===== src/asd_map.svh =====
// Address map constants for the address space decoder
`ifndef ASD_MAP_SVH
`define ASD_MAP_SVH

`define ASD_SFR_LAST      17'h0000f
`define ASD_P8_FIRST      17'h00010
`define ASD_P8_LAST       17'h000ff
`define ASD_P16_FIRST     17'h00100
`define ASD_P16_LAST      17'h001ff
`define ASD_RAM_FIRST     17'h00200
`define ASD_NVM_LAST      17'h0ffff
`define ASD_VEC_FIRST     17'h0ffe0
`define ASD_VEC_HIGHEST   17'h0fffe
`define ASD_RAM_BYTES     17'h00200
`define ASD_NVM_BYTES     17'h04000
`define ASD_PERIPH_LAST   17'h001ff

`endif


===== src/asd_pkg.sv =====
// Types for the address space decoder
package asd_pkg;
    typedef enum logic [2:0]
    {
        ASD_REG_NONE,
        ASD_REG_SFR,
        ASD_REG_P8,
        ASD_REG_P16,
        ASD_REG_RAM,
        ASD_REG_NVM
    } asd_region_t;
endpackage : asd_pkg

===== src/asd_decoder.sv =====
// Address space decoder with width adaptation for byte and word regions
`timescale 1ns/1ps
`include "asd_map.svh"

// Behaviour
// - One shared address space, shared buses
// - Byte or word transfers per access
// - Decoded space spans 128 kilobytes
// - Flash ends at 0x0FFFF, start configurable
// - Vectors in top sixteen flash words
// - RAM from 0x0200, code and data
// - 0x0100-0x01FF selects word peripherals
// - Byte read of word peripheral: even, high zero
// - 0x010-0x0FF selects byte peripherals
// - Word read of byte peripheral, high undefined
// - Word write to byte peripheral stores low
// - SFRs lowest sixteen bytes, byte access
// - Little-endian words at even addresses
// - Pulse bits: write one pulses, read zero
// - Fetch from peripheral range causes clear
module asd_decoder
    import asd_pkg::*;
#(
    parameter logic [16:0] RAM_BYTES = `ASD_RAM_BYTES,
    parameter logic [16:0] NVM_BYTES = `ASD_NVM_BYTES,
    parameter int          PULSE_W   = 8
)
(
    input  wire logic               REF_CLK_IN,
    input  wire logic               RST_N_IN,
    input  wire logic               REQ_IN,
    input  wire logic               WRITE_IN,
    input  wire logic               BYTE_IN,
    input  wire logic               FETCH_IN,
    input  wire logic [16:0]        MEMORY_ADDRESS_BUS_IN,
    input  wire logic [15:0]        MEMORY_DATA_BUS_WR_IN,
    input  wire logic [15:0]        PERIPH_RDATA_IN,
    input  wire logic [15:0]        MEM_RDATA_IN,
    input  wire logic [PULSE_W-1:0] PULSE_MASK_IN,
    output logic [16:0]             ADDR_OUT,
    output logic [15:0]             WDATA_OUT,
    output logic [1:0]              BYTE_EN_OUT,
    output logic                    WRITE_OUT,
    output logic                    SEL_SFR_OUT,
    output logic                    SEL_P8_OUT,
    output logic                    SEL_P16_OUT,
    output logic                    SEL_RAM_OUT,
    output logic                    SEL_NVM_OUT,
    output logic                    SEL_VEC_OUT,
    output logic [3:0]              VEC_PRIO_OUT,
    output logic [PULSE_W-1:0]      PULSE_OUT,
    output logic [15:0]             MEMORY_DATA_BUS_RD_OUT,
    output logic                    RD_VALID_OUT,
    output logic                    MISALIGN_OUT,
    output logic                    POWER_UP_CLEAR_RESET_OUT
);

    // Region lookup over the single 17-bit byte address space
    function automatic asd_region_t asd_region(input logic [16:0] a);
        asd_region_t r;
        r = ASD_REG_NONE;
        if (a <= `ASD_SFR_LAST)
            r = ASD_REG_SFR;
        else if (a <= `ASD_P8_LAST)
            r = ASD_REG_P8;
        else if (a <= `ASD_P16_LAST)
            r = ASD_REG_P16;
        else if (a < `ASD_RAM_FIRST + RAM_BYTES)
            r = ASD_REG_RAM;
        else if ((a <= `ASD_NVM_LAST) && (a > `ASD_NVM_LAST - NVM_BYTES))
            r = ASD_REG_NVM;
        return r;
    endfunction : asd_region

    asd_region_t region;
    logic        word_odd;
    logic        fetch_bad;
    logic        pulse_hit;
    logic        rd_pend_reg;
    asd_region_t rd_region_reg;
    logic        rd_odd_reg;
    logic        rd_byte_reg;

    // Decode of the current request
    assign region    = asd_region(MEMORY_ADDRESS_BUS_IN);
    assign word_odd  = !BYTE_IN && MEMORY_ADDRESS_BUS_IN[0];
    assign fetch_bad = FETCH_IN && (MEMORY_ADDRESS_BUS_IN <= `ASD_PERIPH_LAST);
    assign pulse_hit = REQ_IN && WRITE_IN && (region == ASD_REG_SFR);

    // One-hot region selects, registered
    always_ff @(posedge REF_CLK_IN or negedge RST_N_IN)
    begin
        if (!RST_N_IN)
        begin
            SEL_SFR_OUT <= 1'b0;
            SEL_P8_OUT  <= 1'b0;
            SEL_P16_OUT <= 1'b0;
            SEL_RAM_OUT <= 1'b0;
            SEL_NVM_OUT <= 1'b0;
            SEL_VEC_OUT <= 1'b0;
            VEC_PRIO_OUT <= 4'h0;
        end
        else
        begin
            SEL_SFR_OUT <= REQ_IN && region == ASD_REG_SFR && !fetch_bad;
            SEL_P8_OUT  <= REQ_IN && region == ASD_REG_P8 && !fetch_bad;
            SEL_P16_OUT <= REQ_IN && region == ASD_REG_P16 && !fetch_bad;
            SEL_RAM_OUT <= REQ_IN && region == ASD_REG_RAM;
            SEL_NVM_OUT <= REQ_IN && region == ASD_REG_NVM;
            // Vector table: top sixteen words, 15 = highest priority
            SEL_VEC_OUT <= REQ_IN && region == ASD_REG_NVM
                           && MEMORY_ADDRESS_BUS_IN >= `ASD_VEC_FIRST;
            VEC_PRIO_OUT <= MEMORY_ADDRESS_BUS_IN[4:1];
        end
    end

    // Address, write data and byte lanes toward the regions
    always_ff @(posedge REF_CLK_IN or negedge RST_N_IN)
    begin
        if (!RST_N_IN)
        begin
            ADDR_OUT    <= 17'h00000;
            WDATA_OUT   <= 16'h0000;
            BYTE_EN_OUT <= 2'h0;
            WRITE_OUT   <= 1'b0;
        end
        else
        begin
            ADDR_OUT  <= {MEMORY_ADDRESS_BUS_IN[16:1], 1'b0};
            WRITE_OUT <= REQ_IN && WRITE_IN && !word_odd && !fetch_bad;
            if (region == ASD_REG_P8 || region == ASD_REG_SFR)
            begin
                // Byte registers: only low byte written
                WDATA_OUT   <= {8'h00, MEMORY_DATA_BUS_WR_IN[7:0]};
                BYTE_EN_OUT <= 2'h1;
            end
            else if (BYTE_IN)
            begin
                // Byte lane chosen by address bit 0
                WDATA_OUT   <= {MEMORY_DATA_BUS_WR_IN[7:0], MEMORY_DATA_BUS_WR_IN[7:0]};
                BYTE_EN_OUT <= MEMORY_ADDRESS_BUS_IN[0] ? 2'h2 : 2'h1;
            end
            else
            begin
                WDATA_OUT   <= MEMORY_DATA_BUS_WR_IN;
                BYTE_EN_OUT <= 2'h3;
            end
        end
    end

    // Strobe bits: pulse one cycle, no storage
    always_ff @(posedge REF_CLK_IN or negedge RST_N_IN)
    begin
        if (!RST_N_IN)
            PULSE_OUT <= '0;
        else
            PULSE_OUT <= pulse_hit ? (MEMORY_DATA_BUS_WR_IN[PULSE_W-1:0] & PULSE_MASK_IN) : '0;
    end

    // Read-side context of the request in flight
    always_ff @(posedge REF_CLK_IN or negedge RST_N_IN)
    begin
        if (!RST_N_IN)
        begin
            rd_pend_reg   <= 1'b0;
            rd_region_reg <= ASD_REG_NONE;
            rd_odd_reg    <= 1'b0;
            rd_byte_reg   <= 1'b0;
        end
        else
        begin
            rd_pend_reg   <= REQ_IN && !WRITE_IN && !fetch_bad;
            rd_region_reg <= region;
            rd_odd_reg    <= MEMORY_ADDRESS_BUS_IN[0];
            rd_byte_reg   <= BYTE_IN;
        end
    end

    // Read data shaping, one cycle after the selects
    always_ff @(posedge REF_CLK_IN or negedge RST_N_IN)
    begin
        if (!RST_N_IN)
        begin
            MEMORY_DATA_BUS_RD_OUT <= 16'h0000;
            RD_VALID_OUT           <= 1'b0;
        end
        else
        begin
            RD_VALID_OUT <= rd_pend_reg;
            unique case (rd_region_reg)
                ASD_REG_SFR, ASD_REG_P8:
                    // High byte undefined for word reads; passed as is
                    MEMORY_DATA_BUS_RD_OUT <= PERIPH_RDATA_IN & ~{8'h00, PULSE_MASK_IN[7:0] & 8'hff};
                ASD_REG_P16:
                    MEMORY_DATA_BUS_RD_OUT <= rd_byte_reg ? {8'h00, PERIPH_RDATA_IN[7:0]}
                                                          : PERIPH_RDATA_IN;
                ASD_REG_RAM, ASD_REG_NVM:
                    MEMORY_DATA_BUS_RD_OUT <= (rd_byte_reg && rd_odd_reg) ? {8'h00, MEM_RDATA_IN[15:8]}
                                            : rd_byte_reg ? {8'h00, MEM_RDATA_IN[7:0]}
                                            : MEM_RDATA_IN;
                default:
                    MEMORY_DATA_BUS_RD_OUT <= 16'h0000;
            endcase
        end
    end

    // Misuse flag and peripheral-fetch clear pulse
    always_ff @(posedge REF_CLK_IN or negedge RST_N_IN)
    begin
        if (!RST_N_IN)
        begin
            MISALIGN_OUT             <= 1'b0;
            POWER_UP_CLEAR_RESET_OUT <= 1'b0;
        end
        else
        begin
            MISALIGN_OUT <= REQ_IN && (word_odd
                            || (FETCH_IN && MEMORY_ADDRESS_BUS_IN[0])
                            || (BYTE_IN && region == ASD_REG_P16 && MEMORY_ADDRESS_BUS_IN[0])
                            || (!BYTE_IN && region == ASD_REG_SFR));
            POWER_UP_CLEAR_RESET_OUT <= REQ_IN && fetch_bad;
        end
    end

endmodule : asd_decoder


===== config.mk =====
export PLATFORM = sky130hd
export DESIGN_NAME = asd_decoder
export DESIGN_NICKNAME = d
export VERILOG_FILES = /design/src/asd_pkg.sv /design/src/asd_decoder.sv
export VERILOG_INCLUDE_DIRS = /design/src
export SDC_FILE = /design/constraint.sdc
export NUM_CORES = 1
export LEC_CHECK = 0
export BUFFER_PORTS_ARGS = -buffer_cell sky130_fd_sc_hd__buf_2
export CORE_UTILIZATION = 35
export CTS_BUF_LIST = sky130_fd_sc_hd__clkbuf_8
export CTS_CLUSTER_SIZE = 8
export DETAILED_ROUTE_END_ITERATION = 16
export PLACE_DENSITY = 0.76
export SETUP_SLACK_MARGIN = 0.4
export SLEW_MARGIN = 10
export SYNTH_ARGS = -nofsm -noshare
export SYNTH_HDL_FRONTEND = slang
export SYNTH_SLANG_ARGS = --single-unit

===== constraint.sdc =====
create_clock -name REF_CLK_IN -period 3 [get_ports REF_CLK_IN]
set_clock_uncertainty 0.15 [all_clocks]
set_input_delay 0.45 -clock REF_CLK_IN [delete_from_list [all_inputs] [get_ports REF_CLK_IN]]
set_output_delay 0.45 -clock REF_CLK_IN [all_outputs]
set_load 0.02 [all_outputs]

# Word-level counts from Yosys, hierarchy flattened
# Index checks and enable logic that the tools add are counted.
[word_totals]
ff_bits = 78
out_inout_bits = 73
elab_cells = 90
[op_classes]
magnitude_cmp = 7
n_eq_ne = 10
n_mux = 15
bitwise = 3
reduce_logical = 35
[op_table]
columns = ["cell", "n"]
rows = [
  ["2-to-1 mux 16 bit", 5],
  ["case mux 16 bit (3 select lines)", 1],
  ["logical AND 1 bit", 25],
  ["greater-or-equal comparator 17 x 16 -> 1 bit (second input constant)", 1],
  ["greater-than comparator 17 x 16 -> 1 bit (second input constant)", 1],
  ["less-or-equal comparator 17 x 16 -> 1 bit (second input constant)", 1],
  ["less-or-equal comparator 17 x 4 -> 1 bit (second input constant)", 1],
  ["less-or-equal comparator 17 x 8 -> 1 bit (second input constant)", 1],
  ["less-or-equal comparator 17 x 9 -> 1 bit (second input constant)", 1],
  ["less-than comparator 17 x 11 -> 1 bit (second input constant)", 1],
  ["bitwise AND 16 bit", 1],
  ["NOT 8 -> 16 bit", 1],
  ["2-to-1 mux 3 bit", 5],
  ["equality test 3 x 2 -> 1 bit (second input constant)", 4],
  ["equality test 3 bit (second input constant)", 4],
  ["bitwise AND 8 bit", 1],
  ["2-to-1 mux 8 bit", 1],
  ["equality test 3 x 1 -> 1 bit (second input constant)", 2],
  ["2-to-1 mux 2 bit", 3],
  ["logical NOT 1 bit", 4],
  ["logical OR 1 bit", 4],
  ["OR reduction 2 bit", 2],
]

# Logic depth before layout (Yosys ltp)
# Gate-level depths: netlist of run 1.
[logic_depth]
ltp_word = 13
ltp_mapped = 5
ltp_nobuf = 3

# Worst setup path before layout of run 1
# OpenSTA, ideal clock, no wires.
[synth_timing]
path_kind = "input -> register"
startpoint = "input MEMORY_ADDRESS_BUS_IN[16]"
endpoint = "register WDATA_OUT[10]"
setup_time_ns = 0.119
arrival_time_ns = 1.221
slack_ns = 1.509
cell_stages = 4
path_buffers = 1
cell_sequence = "nor4_4 -> and3_2 -> buf_2 -> nor2_1"
[synth_between]
elab_chain_len = 10
[synth_lines]
columns = ["item", "line", "text"]
rows = [
  ["from (decl)", "asd_decoder.sv:35", "input wire logic [16:0] MEMORY_ADDRESS_BUS_IN,"],
  ["less-or-equal comparator 17 x 16 -> 1 bit (no line) / greater-than comparator 17 x 16 -> 1 bit (equally long branches)", "--", ""],
  ["logical AND 1 bit", "asd_decoder.sv:70", "else if ((a <= `ASD_NVM_LAST) && (a > `ASD_NVM_LAST - NVM_BYTES))"],
  ["2-to-1 mux 3 bit", "asd_decoder.sv:70", ""],
  ["2-to-1 mux 3 bit", "asd_decoder.sv:68", "else if (a < `ASD_RAM_FIRST + RAM_BYTES)"],
  ["2-to-1 mux 3 bit", "asd_decoder.sv:66", "else if (a <= `ASD_P16_LAST)"],
  ["2-to-1 mux 3 bit", "asd_decoder.sv:64", "else if (a <= `ASD_P8_LAST)"],
  ["2-to-1 mux 3 bit (*)", "asd_decoder.sv:62", "if (a <= `ASD_SFR_LAST)"],
  ["equality test 3 x 2 -> 1 bit / equality test 3 x 1 -> 1 bit (equally long branches)", "asd_decoder.sv:131", "if (region == ASD_REG_P8 || region == ASD_REG_SFR)"],
  ["logical OR 1 bit (*)", "asd_decoder.sv:131", ""],
  ["2-to-1 mux 16 bit (*)", "asd_decoder.sv:131", ""],
  ["to (signal assigned)", "asd_decoder.sv:134", "WDATA_OUT <= {8'h00, MEMORY_DATA_BUS_WR_IN[7:0]};"],
  ["to (signal assigned)", "asd_decoder.sv:140", "WDATA_OUT <= {MEMORY_DATA_BUS_WR_IN[7:0], MEMORY_DATA_BUS_WR_IN[7:0]};"],
  ["to (decl)", "asd_decoder.sv:41", "output logic [15:0] WDATA_OUT,"],
]
# Mark *: on every way between the ends. The rest lies on a longest branch, timed or not.

# Worst setup path after layout of run 1
[layout_timing]
startpoint = "register rd_region_reg[1]"
endpoint = "register MEMORY_DATA_BUS_RD_OUT[12]"
[layout_between]
elab_chain_len = 3
[layout_lines]
columns = ["item", "line", "text"]
rows = [
  ["from (decl)", "asd_decoder.sv:80", "asd_region_t rd_region_reg;"],
  ["from (signal assigned)", "asd_decoder.sv:173", "rd_region_reg <= region;"],
  ["equality test 3 bit (tied with other cells)", "asd_decoder.sv:190", "unique case (rd_region_reg)"],
  ["OR reduction 2 bit", "asd_decoder.sv:190", ""],
  ["case mux 16 bit (3 select lines) (*)", "asd_decoder.sv:190", ""],
  ["to (signal assigned)", "asd_decoder.sv:193", "MEMORY_DATA_BUS_RD_OUT <= PERIPH_RDATA_IN & ~{8'h00, PULSE_MASK_IN[7:0] & 8'hff};"],
  ["to (signal assigned)", "asd_decoder.sv:195", "MEMORY_DATA_BUS_RD_OUT <= rd_byte_reg ? {8'h00, PERIPH_RDATA_IN[7:0]}"],
  ["to (signal assigned)", "asd_decoder.sv:198", "MEMORY_DATA_BUS_RD_OUT <= (rd_byte_reg && rd_odd_reg) ? {8'h00, MEM_RDATA_IN[15:8]}"],
  ["to (decl)", "asd_decoder.sv:52", "output logic [15:0] MEMORY_DATA_BUS_RD_OUT,"],
]
# Marked as above.

==> metrics.cfg, run 1 <==
[clock_tree]
cts_tree = yes
cts_resized = 0
cts_buffer_depth = 2
cts_hold_buf = 0
cts_num_sinks = 74
clk_pin_slew_ps = 80
cts_max_level = 3
clock_latency_ps = 330
post_cts_buffers = 0
cts-root-buf = clkbuf_8
numCtsBuffers = 9

[grt]
antenna_found_initial = 0
grtUsageTotal_pct = 17.98
grt_pass1_wl_mm = 11.59
grt_max_degree = 75
grt_overflow = 0
grt_pass1_vias = 2392

[place]
post-place-ws_ps = 1076
port-buffer-count = 150
post-dp-hpwl_mm = 5.714
place_congestion = 0.7854
placed_area_mm2 = 0.003732

[power_and_ir_drop]
intPower_uw = 1606
irDropWorstVdd_v = 0.0003154
swShare_pct = 25.54
p_sw_uw = 550.8
p_leak_uw = 0.002051
clkPwrFrac_pct = 38.9
pwr-share-seq_pct = 48.8
power.density_mw_per_mm2 = 545.9
power_uw = 2157
power_frac_comb_pct = 12.3

[timing]
setup_viol = 0
fin_crit_ps = 1757
tightest_slew_ps = 912.3
period_share_pct = 58.57
tns_ps = 0
setup_slack_ps = 1243
rsz0062_at_grt = false
hold_viol = 0
slew_headroom_pct = 39.18
timing.fmax_mhz = 569.1
timing.hold.ws_ps = 62.61
report.final.slew_viol_count = 0

[finish]
layout.nets = 445
final_cell_mix = 149 x buf_2, 74 x dfrtp_1, 12 x inv_1, 12 x nand2_1, 11 x nor2_1
fin_area_mm2 = 0.003950
seqCellArea_mm2 = 0.001852
antenna_cells = 0
multi_input_area_um2 = 947.2
drive_above_1_share_pct = 52.02
final_common_cell = buf_2
fillers = 768
largestRegisters = MEMORY_DATA_BUS_RD_OUT: 16 flops, WDATA_OUT: 16 flops, ADDR_OUT: 13 flops
syn_to_final_growth_pct = 34.68

[run_status]
status = finished, final reports clean

[route]
drt_pass1_iterations = 4
drc = 0
drtIter0Drc = 68
ant_nets = 0
route.vias.total = 2305
totalWireLength_mm = 7.496
wl_per_cell_um = 15.75
drt-vias-per-instance = 4.842

[floorplanning]
die_area_mm2 = 0.008750
io_pins = 152
die_x_um = 93.54
die_height_um = 93.54
fp.coreArea_mm2 = 0.008175
rows = 33
start_util_pct = 35.87

[setup_path]
cp-start-kind = register
worstReg2RegStart = rd_region_reg[1]$_DFF_PN0_
crit_required_ps = 3110
reg2reg_depth = 4
crit_fanout = 11
worstReg2RegEnd = MEMORY_DATA_BUS_RD_OUT[12]$_DFF_PN0_
cp-end-kind = register
crit_type = reg2reg
critPathArrivalTime_ps = 1870
r2r_slack_ps = 1240

[yosys]
yosysTopAreaCellShare_pct = 63.14
ys_ff_latch = 74
synth_top_area_cell = dfrtp_1
ys_types = 41
syn_inst = 219
synth_edf_count = 0
synth_ff_type = dfrtp_1
avgSynthCellArea_um2 = 13.39
syn-cell-area_mm2 = 0.002933
synth_fp_nets = 298
synth-async-reset-ratio_pct = 100.0
yosysSeqAreaShare_pct = 63.14
synthTopCellsByArea = dfrtp_1 63%, nor3_2 3.1%, mux2_2 3.1%
yosysWarnings = 0

[min_path]
hold_path_depth = 1
min_to = VEC_PRIO_OUT[2]$_DFF_PN0_
hold_start = MEMORY_ADDRESS_BUS_IN[3]
hp-class = in2reg

[flow_run]
maxCapViolCount = 0

## logic make-up (layout without fill, tap and decap cells)
logic type	Yosys count	count (layout)	share of synthesized area (%)
other	1	1	0.1279
buffers and inverters	26	178	4.565
muxes	16	16	5.802
AOI/OAI and AO/OA	35	35	9.685
DFF	74	74	63.14
adders and majority gates	8	8	2.730
xor gates and xnor gates	1	1	0.2987
and+or+nand+nor	58	58	13.65
## final cells by class
cell class | instances | area share [%]
Clock buffer | 9 | 3.136
Clock inverter | 7 | 2.376
Inverter | 11 | 1.045
Multi-Input combinational cell | 119 | 23.98
Sequential cell | 74 | 46.88
Tap cell | 105 | 3.326
Timing Repair Buffer | 151 | 19.26
## synthesized netlist by cell type, types with 3 or more instances
cell type and count:
dfrtp_1 74, nand2_1 12, inv_1 11, nor2_1 11
nor3_2 9, a22oi_1 8, a32o_1 8, maj3_1 8
mux2_2 8, mux2i_1 8, o2bb2ai_1 8, buf_4 6
buf_2 5, a21oi_1 3, clkbuf_1 3, nand3_1 3
nor3_1 3
## worst max-delay path, cell delays in order, from the launching register on
cell and delay, ps:
dfrtp_1 520, nor2b_1 490, buf_4 270, a22oi_1 80, o2bb2ai_1 170
## worst max path at each step
stage	from	end	cells past startpoint
floorplan	MEMORY_ADDRESS_BUS_IN[16]	WDATA_OUT[10]$_DFF_PN0_	4
global placement	MEMORY_ADDRESS_BUS_IN[16]	PULSE_OUT[0]$_DFF_PN0_	4
detailed placement	MEMORY_ADDRESS_BUS_IN[16]	PULSE_OUT[3]$_DFF_PN0_	4
CTS	rd_region_reg[1]$_DFF_PN0_	MEMORY_DATA_BUS_RD_OUT[12]$_DFF_PN0_	4
global route	rd_region_reg[1]$_DFF_PN0_	MEMORY_DATA_BUS_RD_OUT[9]$_DFF_PN0_	3
finish	rd_region_reg[1]$_DFF_PN0_	MEMORY_DATA_BUS_RD_OUT[12]$_DFF_PN0_	4
## power by group through the flow
| stage | Clock [uW] | Sequential [uW] | Combinational (uW) |
|---|---|---|---|
| 2_1_floorplan | 0 | 1120 | 76.9 |
| 3_3_place_gp | 0 | 1070 | 263 |
| 3_5_place_dp | 0 | 1070 | 269 |
| 4_1_cts | 867 | 1050 | 269 |
| 5_1_grt | 913 | 1060 | 289 |
| 6_report | 839 | 1050 | 264 |
## metal layers
metal  routed length [um]  global-route usage (%)  vias up  part of all wire, %
met5                    0                       0        -                    0
met3                  617                   4.797        9                  8.2
li1                     -                       -     1062                    -
met2                 3882                   32.66      108                   52
met1                 2910                   20.18     1126                   39
met4                   86                   6.282        0                  1.1
## per-stage QoR
stage | utilization [%] | instances
after detailed placement | 45.65 | 460
final | 48.32 | 476
after floorplan | - | 219
after global routing | 48.32 | 476
after global placement | 45.65 | 460
after CTS | 48.32 | 476
Power figures use the tool's default switching activity.
==> run 2, diff against run 1 <==
clock period = 1.8 ns   (was 3 ns; I/O delays follow)
==> run 2 against run 1 <==
Via count increased by 8.2%; global-route usage increased by 1.8 points; sequential cell count unchanged; largest power group unchanged; combinational power increased by 100%; clock power increased by 53%; critical path depth decreased by 1; hold slack got worse by 51 ps; largest cell class unchanged; critical path type unchanged.
==> metrics.cfg, run 2 (synthesis results as in run 1) <==
[finish]
largestRegisters = MEMORY_DATA_BUS_RD_OUT: 16 flops, WDATA_OUT: 16 flops, ADDR_OUT: 13 flops
syn_to_final_growth_pct = 50.00
drive_above_1_share_pct = 51.09  ; -0.93 points
layout.nets = 487  ; +9.4%
fin_area_mm2 = 0.004399  ; +11%
antenna_cells = 0  ; unchanged
fin_cells = 518  ; +8.8%
final_cell_mix = 150 x buf_2, 72 x dfrtp_1, 32 x dlygate4sd3_1
final_common_cell = buf_2

[min_path]
min_to = WDATA_OUT[12]$_DFF_PN0_
hold_path_depth = 3  ; +2
hp-class = in2reg
hold_start = MEMORY_DATA_BUS_WR_IN[12]

[flow_run]
maxCapViolCount = 0  ; unchanged

[setup_path]
r2r_slack_ps = 380  ; -870 ps
worstReg2RegEnd = MEMORY_DATA_BUS_RD_OUT[3]$_DFF_PN0_
crit_fanout = 5  ; -6
critPathMaxStageDelay_ps = 400  ; -120 ps
crit_type = reg2reg
cp-start-kind = register
reg2reg_depth = 3  ; -1
cp_slowest_cell = dfrtp_1
crit_chain = buf_6 > maj3_1 > a32o_1
path_buf_inv = 1  ; unchanged
cp-end-kind = register
critPathArrivalTime_ps = 1500  ; -370 ps
worstReg2RegStart = rd_region_reg[1]$_DFF_PN0_
crit_required_ps = 1880  ; -1230 ps
crit_family = flip-flops

[floorplanning]
die_height_um = 93.54  ; unchanged
start_util_pct = 35.87  ; unchanged
fp.coreArea_mm2 = 0.008175  ; unchanged
io_pins = 152  ; unchanged
die_area_mm2 = 0.008750  ; unchanged
die_x_um = 93.54  ; unchanged
rows = 33  ; unchanged

[grt]
grt_pass1_wl_mm = 12.85  ; +11%
antenna_found_initial = 0  ; unchanged
grt_pass1_vias = 2676  ; +12%
grtUsageTotal_pct = 19.74  ; +1.8 points
grt_max_degree = 37  ; -51%
grt_overflow = 0  ; unchanged

[power_and_ir_drop]
swShare_pct = 25.23  ; -0.31 points
irDropWorstVdd_v = 0.0003745  ; +19%
clkPwrFrac_pct = 35.9  ; -3.0 points
power.density_mw_per_mm2 = 809.0  ; +48%
power_uw = 3559  ; +65%
power_frac_comb_pct = 14.8  ; +2.5 points
p_sw_uw = 898.1  ; +63%
p_leak_uw = 0.002272  ; +11%
intPower_uw = 2661  ; +66%
pwr-share-seq_pct = 49.3  ; +0.5 points

[route]
drtIter0Drc = 68  ; unchanged
drc = 0  ; unchanged
ant_nets = 0  ; unchanged
route.vias.total = 2494  ; +8.2%
drt_pass1_iterations = 4  ; unchanged
totalWireLength_mm = 8.183  ; +9.2%
drt-vias-per-instance = 4.815  ; -0.57%
wl_per_cell_um = 15.80  ; +0.31%

[timing]
report.final.slew_viol_count = 0  ; unchanged
period_share_pct = 79.11  ; +21 points
fin_crit_ps = 1424  ; -333.1 ps
hold_viol = 0  ; unchanged
timing.fmax_mhz = 702.3  ; +23%
timing.hold.ws_ps = 11.29  ; -51.31 ps
rsz0062_at_grt = true
setup_viol = 0  ; unchanged

[run_status]
status = finished, final reports clean

[clock_tree]
cts_max_level = 3  ; unchanged
cts_buffer_depth = 2  ; unchanged
clock_latency_ps = 340  ; about the same
cts-root-buf = clkbuf_8
numCtsBuffers = 9  ; unchanged
cts_tree = yes
cts_num_sinks = 74  ; unchanged
clk_pin_slew_ps = 80  ; about the same

[place]
placed_area_mm2 = 0.003787  ; +1.5%
post-dp-hpwl_mm = 5.774  ; +1.0%
place_congestion = 0.7672  ; -2.3%
dp_cells = 465  ; +1.1%
port-buffer-count = 150  ; unchanged

[run 2: timing repair]
action                                 CTS  global route
cloned                                   0             1
setup buffers                            2             2
resized for setup                        9             8
endpoints found under the hold margin   57             0
setup endpoints to repair               16            15
pin swaps                                0             2
hold buffers                            32             0
[run 2: worst max path at each step]
stage | from | endpoint | slack (ps) | cells past startpoint
final | rd_region_reg[1]$_DFF_PN0_ | MEMORY_DATA_BUS_RD_OUT[3]$_DFF_PN0_ | 380 | 3
after detailed placement | rd_region_reg[2]$_DFF_PN0_ | MEMORY_DATA_BUS_RD_OUT[11]$_DFF_PN0_ | -30 | 3
after floorplan | rd_byte_reg$_DFF_PN0_ | MEMORY_DATA_BUS_RD_OUT[0]$_DFF_PN0_ | 410 | 4
after global routing | rd_byte_reg$_DFF_PN0_ | MEMORY_DATA_BUS_RD_OUT[3]$_DFF_PN0_ | 360 | 3
after global placement | rd_region_reg[2]$_DFF_PN0_ | MEMORY_DATA_BUS_RD_OUT[10]$_DFF_PN0_ | 40 | 3
after CTS | rd_region_reg[1]$_DFF_PN0_ | MEMORY_DATA_BUS_RD_OUT[3]$_DFF_PN0_ | 380 | 3
[run 2: area by class of cell]
cell class,instances,area [um2]
fillers,745,3776
flip-flops and latches,74,1854
repair buffers,193,1182
multi-input cells,119,992.2
clock buffers,11,151.4
well taps,105,131.4
clock inverters,5,46.29
inverters,11,41.29
[run 2: worst reg2reg max path, stage by stage (launching register included)]
cell     delay [ps]
dfrtp_1         400
buf_6           140
maj3_1          360
a32o_1          270
[run 2: stage by stage]
stage	utilization, %	worst slack [ps]	setup TNS [ps]
finish	53.81	376.0	0
global route	53.81	362.5	0
CTS	53.15	377.9	0
detailed placement	46.33	-34.71	-110.9
global placement	46.33	40.47	0
floorplan	-	412.4	0
[run 2: power groups by stage]
stage / combinational [uW] / sequential, uW / clock, uW
floorplan: 129 / 1870 / 0
global placement: 452 / 1780 / 0
detailed placement: 459 / 1790 / 0
CTS: 519 / 1750 / 1320
global route: 572 / 1760 / 1390
finish: 528 / 1750 / 1280
[run 2: layer usage]
metal | vias to the layer above | wire (um) | part of all wire [%] | global-route usage, %
met5 | - | 0 | 0 | 0
met4 | 0 | 135 | 1.6 | 8.077
met3 | 12 | 715 | 8.7 | 5.203
met2 | 133 | 4098 | 50 | 34.93
met1 | 1202 | 3234 | 40 | 22.51
li1 | 1147 | - | - | -
==> run 3, diff against run 2 <==
clock period = 1.32 ns   (was 1.8 ns; I/O delays follow)
==> run 3 against run 2 <==
The run now ends with negative hold slack, negative setup slack left; highest routed layer unchanged; utilization up 12 points; largest power group unchanged; sequential cell count stayed put; non-clock buffer count grew 27.
==> metrics.cfg, run 3 (synthesis results as in run 1) <==
[timing]
hold_viol = 18  ; +18
report.final.slew_viol_count = 0  ; unchanged
setup_viol = 16  ; +16
setup_slack_ps = -54.98  ; -431.0 ps
timing.hold.ws_ps = -48.08  ; -59.38 ps
timing.fmax_mhz = 727.3  ; +3.6%
rsz0062_at_grt = true
period_share_pct = 104.2  ; +25 points
fin_crit_ps = 1375  ; -49.01 ps

[grt]
grt_overflow = 0  ; unchanged
grt_pass1_wl_mm = 14.39  ; +12%
met1_usage_pct = 25.42  ; +2.9 points
grtUsageTotal_pct = 22.36  ; +2.6 points
antenna_found_initial = 0  ; unchanged
met2_usage_pct = 39.22  ; +4.3 points
grt_max_degree = 34  ; -8.1%
grt_pass1_vias = 2862  ; +7.0%
grt_busiest_layer = met2
met3_usage_pct = 7.967  ; +2.8 points

[place]
post-place-ws_ps = -146.8  ; -112.1 ps
place_congestion = 0.7429  ; -3.2%
port-buffer-count = 150  ; unchanged
post-dp-hpwl_mm = 5.944  ; +2.9%
placed_area_mm2 = 0.004029  ; +6.4%

[setup_path]
cp-start-kind = register
crit_family = flip-flops
crit_required_ps = 1390  ; -490 ps
setup.worst_path.start = rd_region_reg[1]$_DFF_PN0_
critPathMaxStageDelay_ps = 410  ; about the same
crit_fanout = 8  ; +3
crit_type = reg2reg
cp_slowest_cell = dfrtp_1
crit_chain = buf_6 > maj3_2 > a32o_1
r2r_slack_ps = -50  ; -430 ps
path_buf_inv = 1  ; unchanged
critPathArrivalTime_ps = 1450  ; -50 ps
cp-end-kind = register
worstReg2RegStart = rd_region_reg[1]$_DFF_PN0_

[clock_tree]
clk_pin_slew_ps = 80  ; about the same
cts_max_level = 3  ; unchanged
cts_num_sinks = 74  ; unchanged
numCtsBuffers = 9  ; unchanged
cts-root-buf = clkbuf_8
cts_buffer_depth = 2  ; unchanged
cts_tree = yes
clock_latency_ps = 340  ; about the same

[floorplanning]
die_x_um = 93.54  ; unchanged
io_pins = 152  ; unchanged
rows = 33  ; unchanged
die_area_mm2 = 0.008750  ; unchanged
die_height_um = 93.54  ; unchanged
fp.coreArea_mm2 = 0.008175  ; unchanged
start_util_pct = 35.87  ; unchanged

[finish]
drive_above_1_share_pct = 58.41  ; +7.3 points
fillers = 570  ; -23%
final_common_cell = buf_6
layout.nets = 514  ; +5.5%
final_cell_mix = 80 x buf_6, 72 x buf_2, 68 x dfrtp_1
syn_to_final_growth_pct = 83.62
antenna_cells = 0  ; unchanged
fin_area_mm2 = 0.005385  ; +22%
largestRegisters = MEMORY_DATA_BUS_RD_OUT: 16 flops, WDATA_OUT: 16 flops, ADDR_OUT: 13 flops

[route]
ant_nets = 0  ; unchanged
drt-vias-per-instance = 4.806  ; -0.19%
drtIter0Drc = 73  ; +7.4%
drt_pass1_iterations = 4  ; unchanged
totalWireLength_mm = 9.330  ; +14%
drc = 0  ; unchanged
route.vias.total = 2619  ; +5.0%
wl_per_cell_um = 17.12  ; +8.4%

[min_path]
hp-class = in2reg
hold_start = PULSE_MASK_IN[7]

[power_and_ir_drop]
power.density_mw_per_mm2 = 991.4  ; +23%
irDropWorstVdd_v = 0.0006470  ; +73%
p_leak_uw = 0.002706  ; +19%

[run_status]
status = finished, violations left
violations = negative hold slack, negative setup slack

[flow_run]
maxCapViolCount = 0  ; unchanged

[run 3: layout make-up]
cell class | instances | area (um2) | area share (%)
Clock buffer | 11 | 151.4 | 2.811
Clock inverter | 5 | 78.83 | 1.464
Inverter | 11 | 41.29 | 0.7667
Multi-Input combinational cell | 119 | 1154 | 21.42
Sequential cell | 74 | 1859 | 34.53
Tap cell | 105 | 131.4 | 2.440
Timing Repair Buffer | 220 | 1969 | 36.57
[run 3: where the power goes]
| group | switching (uW) | internal (uW) |
|---|---|---|
| sequential | 58.0 | 2360 |
| clock | 797 | 1160 |
| combinational | 450 | 510 |
[run 3: worst paths after layout]
path,to,depth (start not counted)
setup / recovery,MEMORY_DATA_BUS_RD_OUT[1]$_DFF_PN0_,3
hold / removal,PULSE_OUT[7]$_DFF_PN0_,3
setup reg to reg,MEMORY_DATA_BUS_RD_OUT[1]$_DFF_PN0_,3
hold reg to reg,RD_VALID_OUT$_DFF_PN0_,0
max in group asynchronous,VEC_PRIO_OUT[1]$_DFF_PN0_,3
min in group asynchronous,SEL_VEC_OUT$_DFF_PN0_,2
[run 3: repair_timing]
action,4_1_cts,5_1_grt
setup buffers,4,2
setup endpoints to repair,116,124
cloned,1,0
hold buffers,38,1
resized for setup,179,27
pin swaps,17,11
hold endpoints to repair,134,20
[run 3: stage by stage]
| stage | util (%) | instances | setup TNS [ps] | total power (uW) |
|---|---|---|---|---|
| 2_1_floorplan | - | 219 | -203.6 | 2754 |
| 3_3_place_gp | 49.28 | 484 | -1715 | 3120 |
| 3_5_place_dp | 49.28 | 484 | -2891 | 3131 |
| 4_1_cts | 64.31 | 543 | -442.4 | 5354 |
| 5_1_grt | 65.87 | 545 | -1316 | 5569 |
| 6_report | 65.87 | 545 | -468.9 | 5339 |
[run 3: layer usage]
metal,up-vias,share of wire (%)
li1,1202,-
met1,1274,38
met2,131,52
met3,12,8.7
met4,0,1.2
met5,-,0
[run 3: tightest hold or removal path, delay by kind of cell]
kind / cells / cell delay [ps]
AND/OR/NAND/NOR: 2 / 100
buffers and inverters: 1 / 110
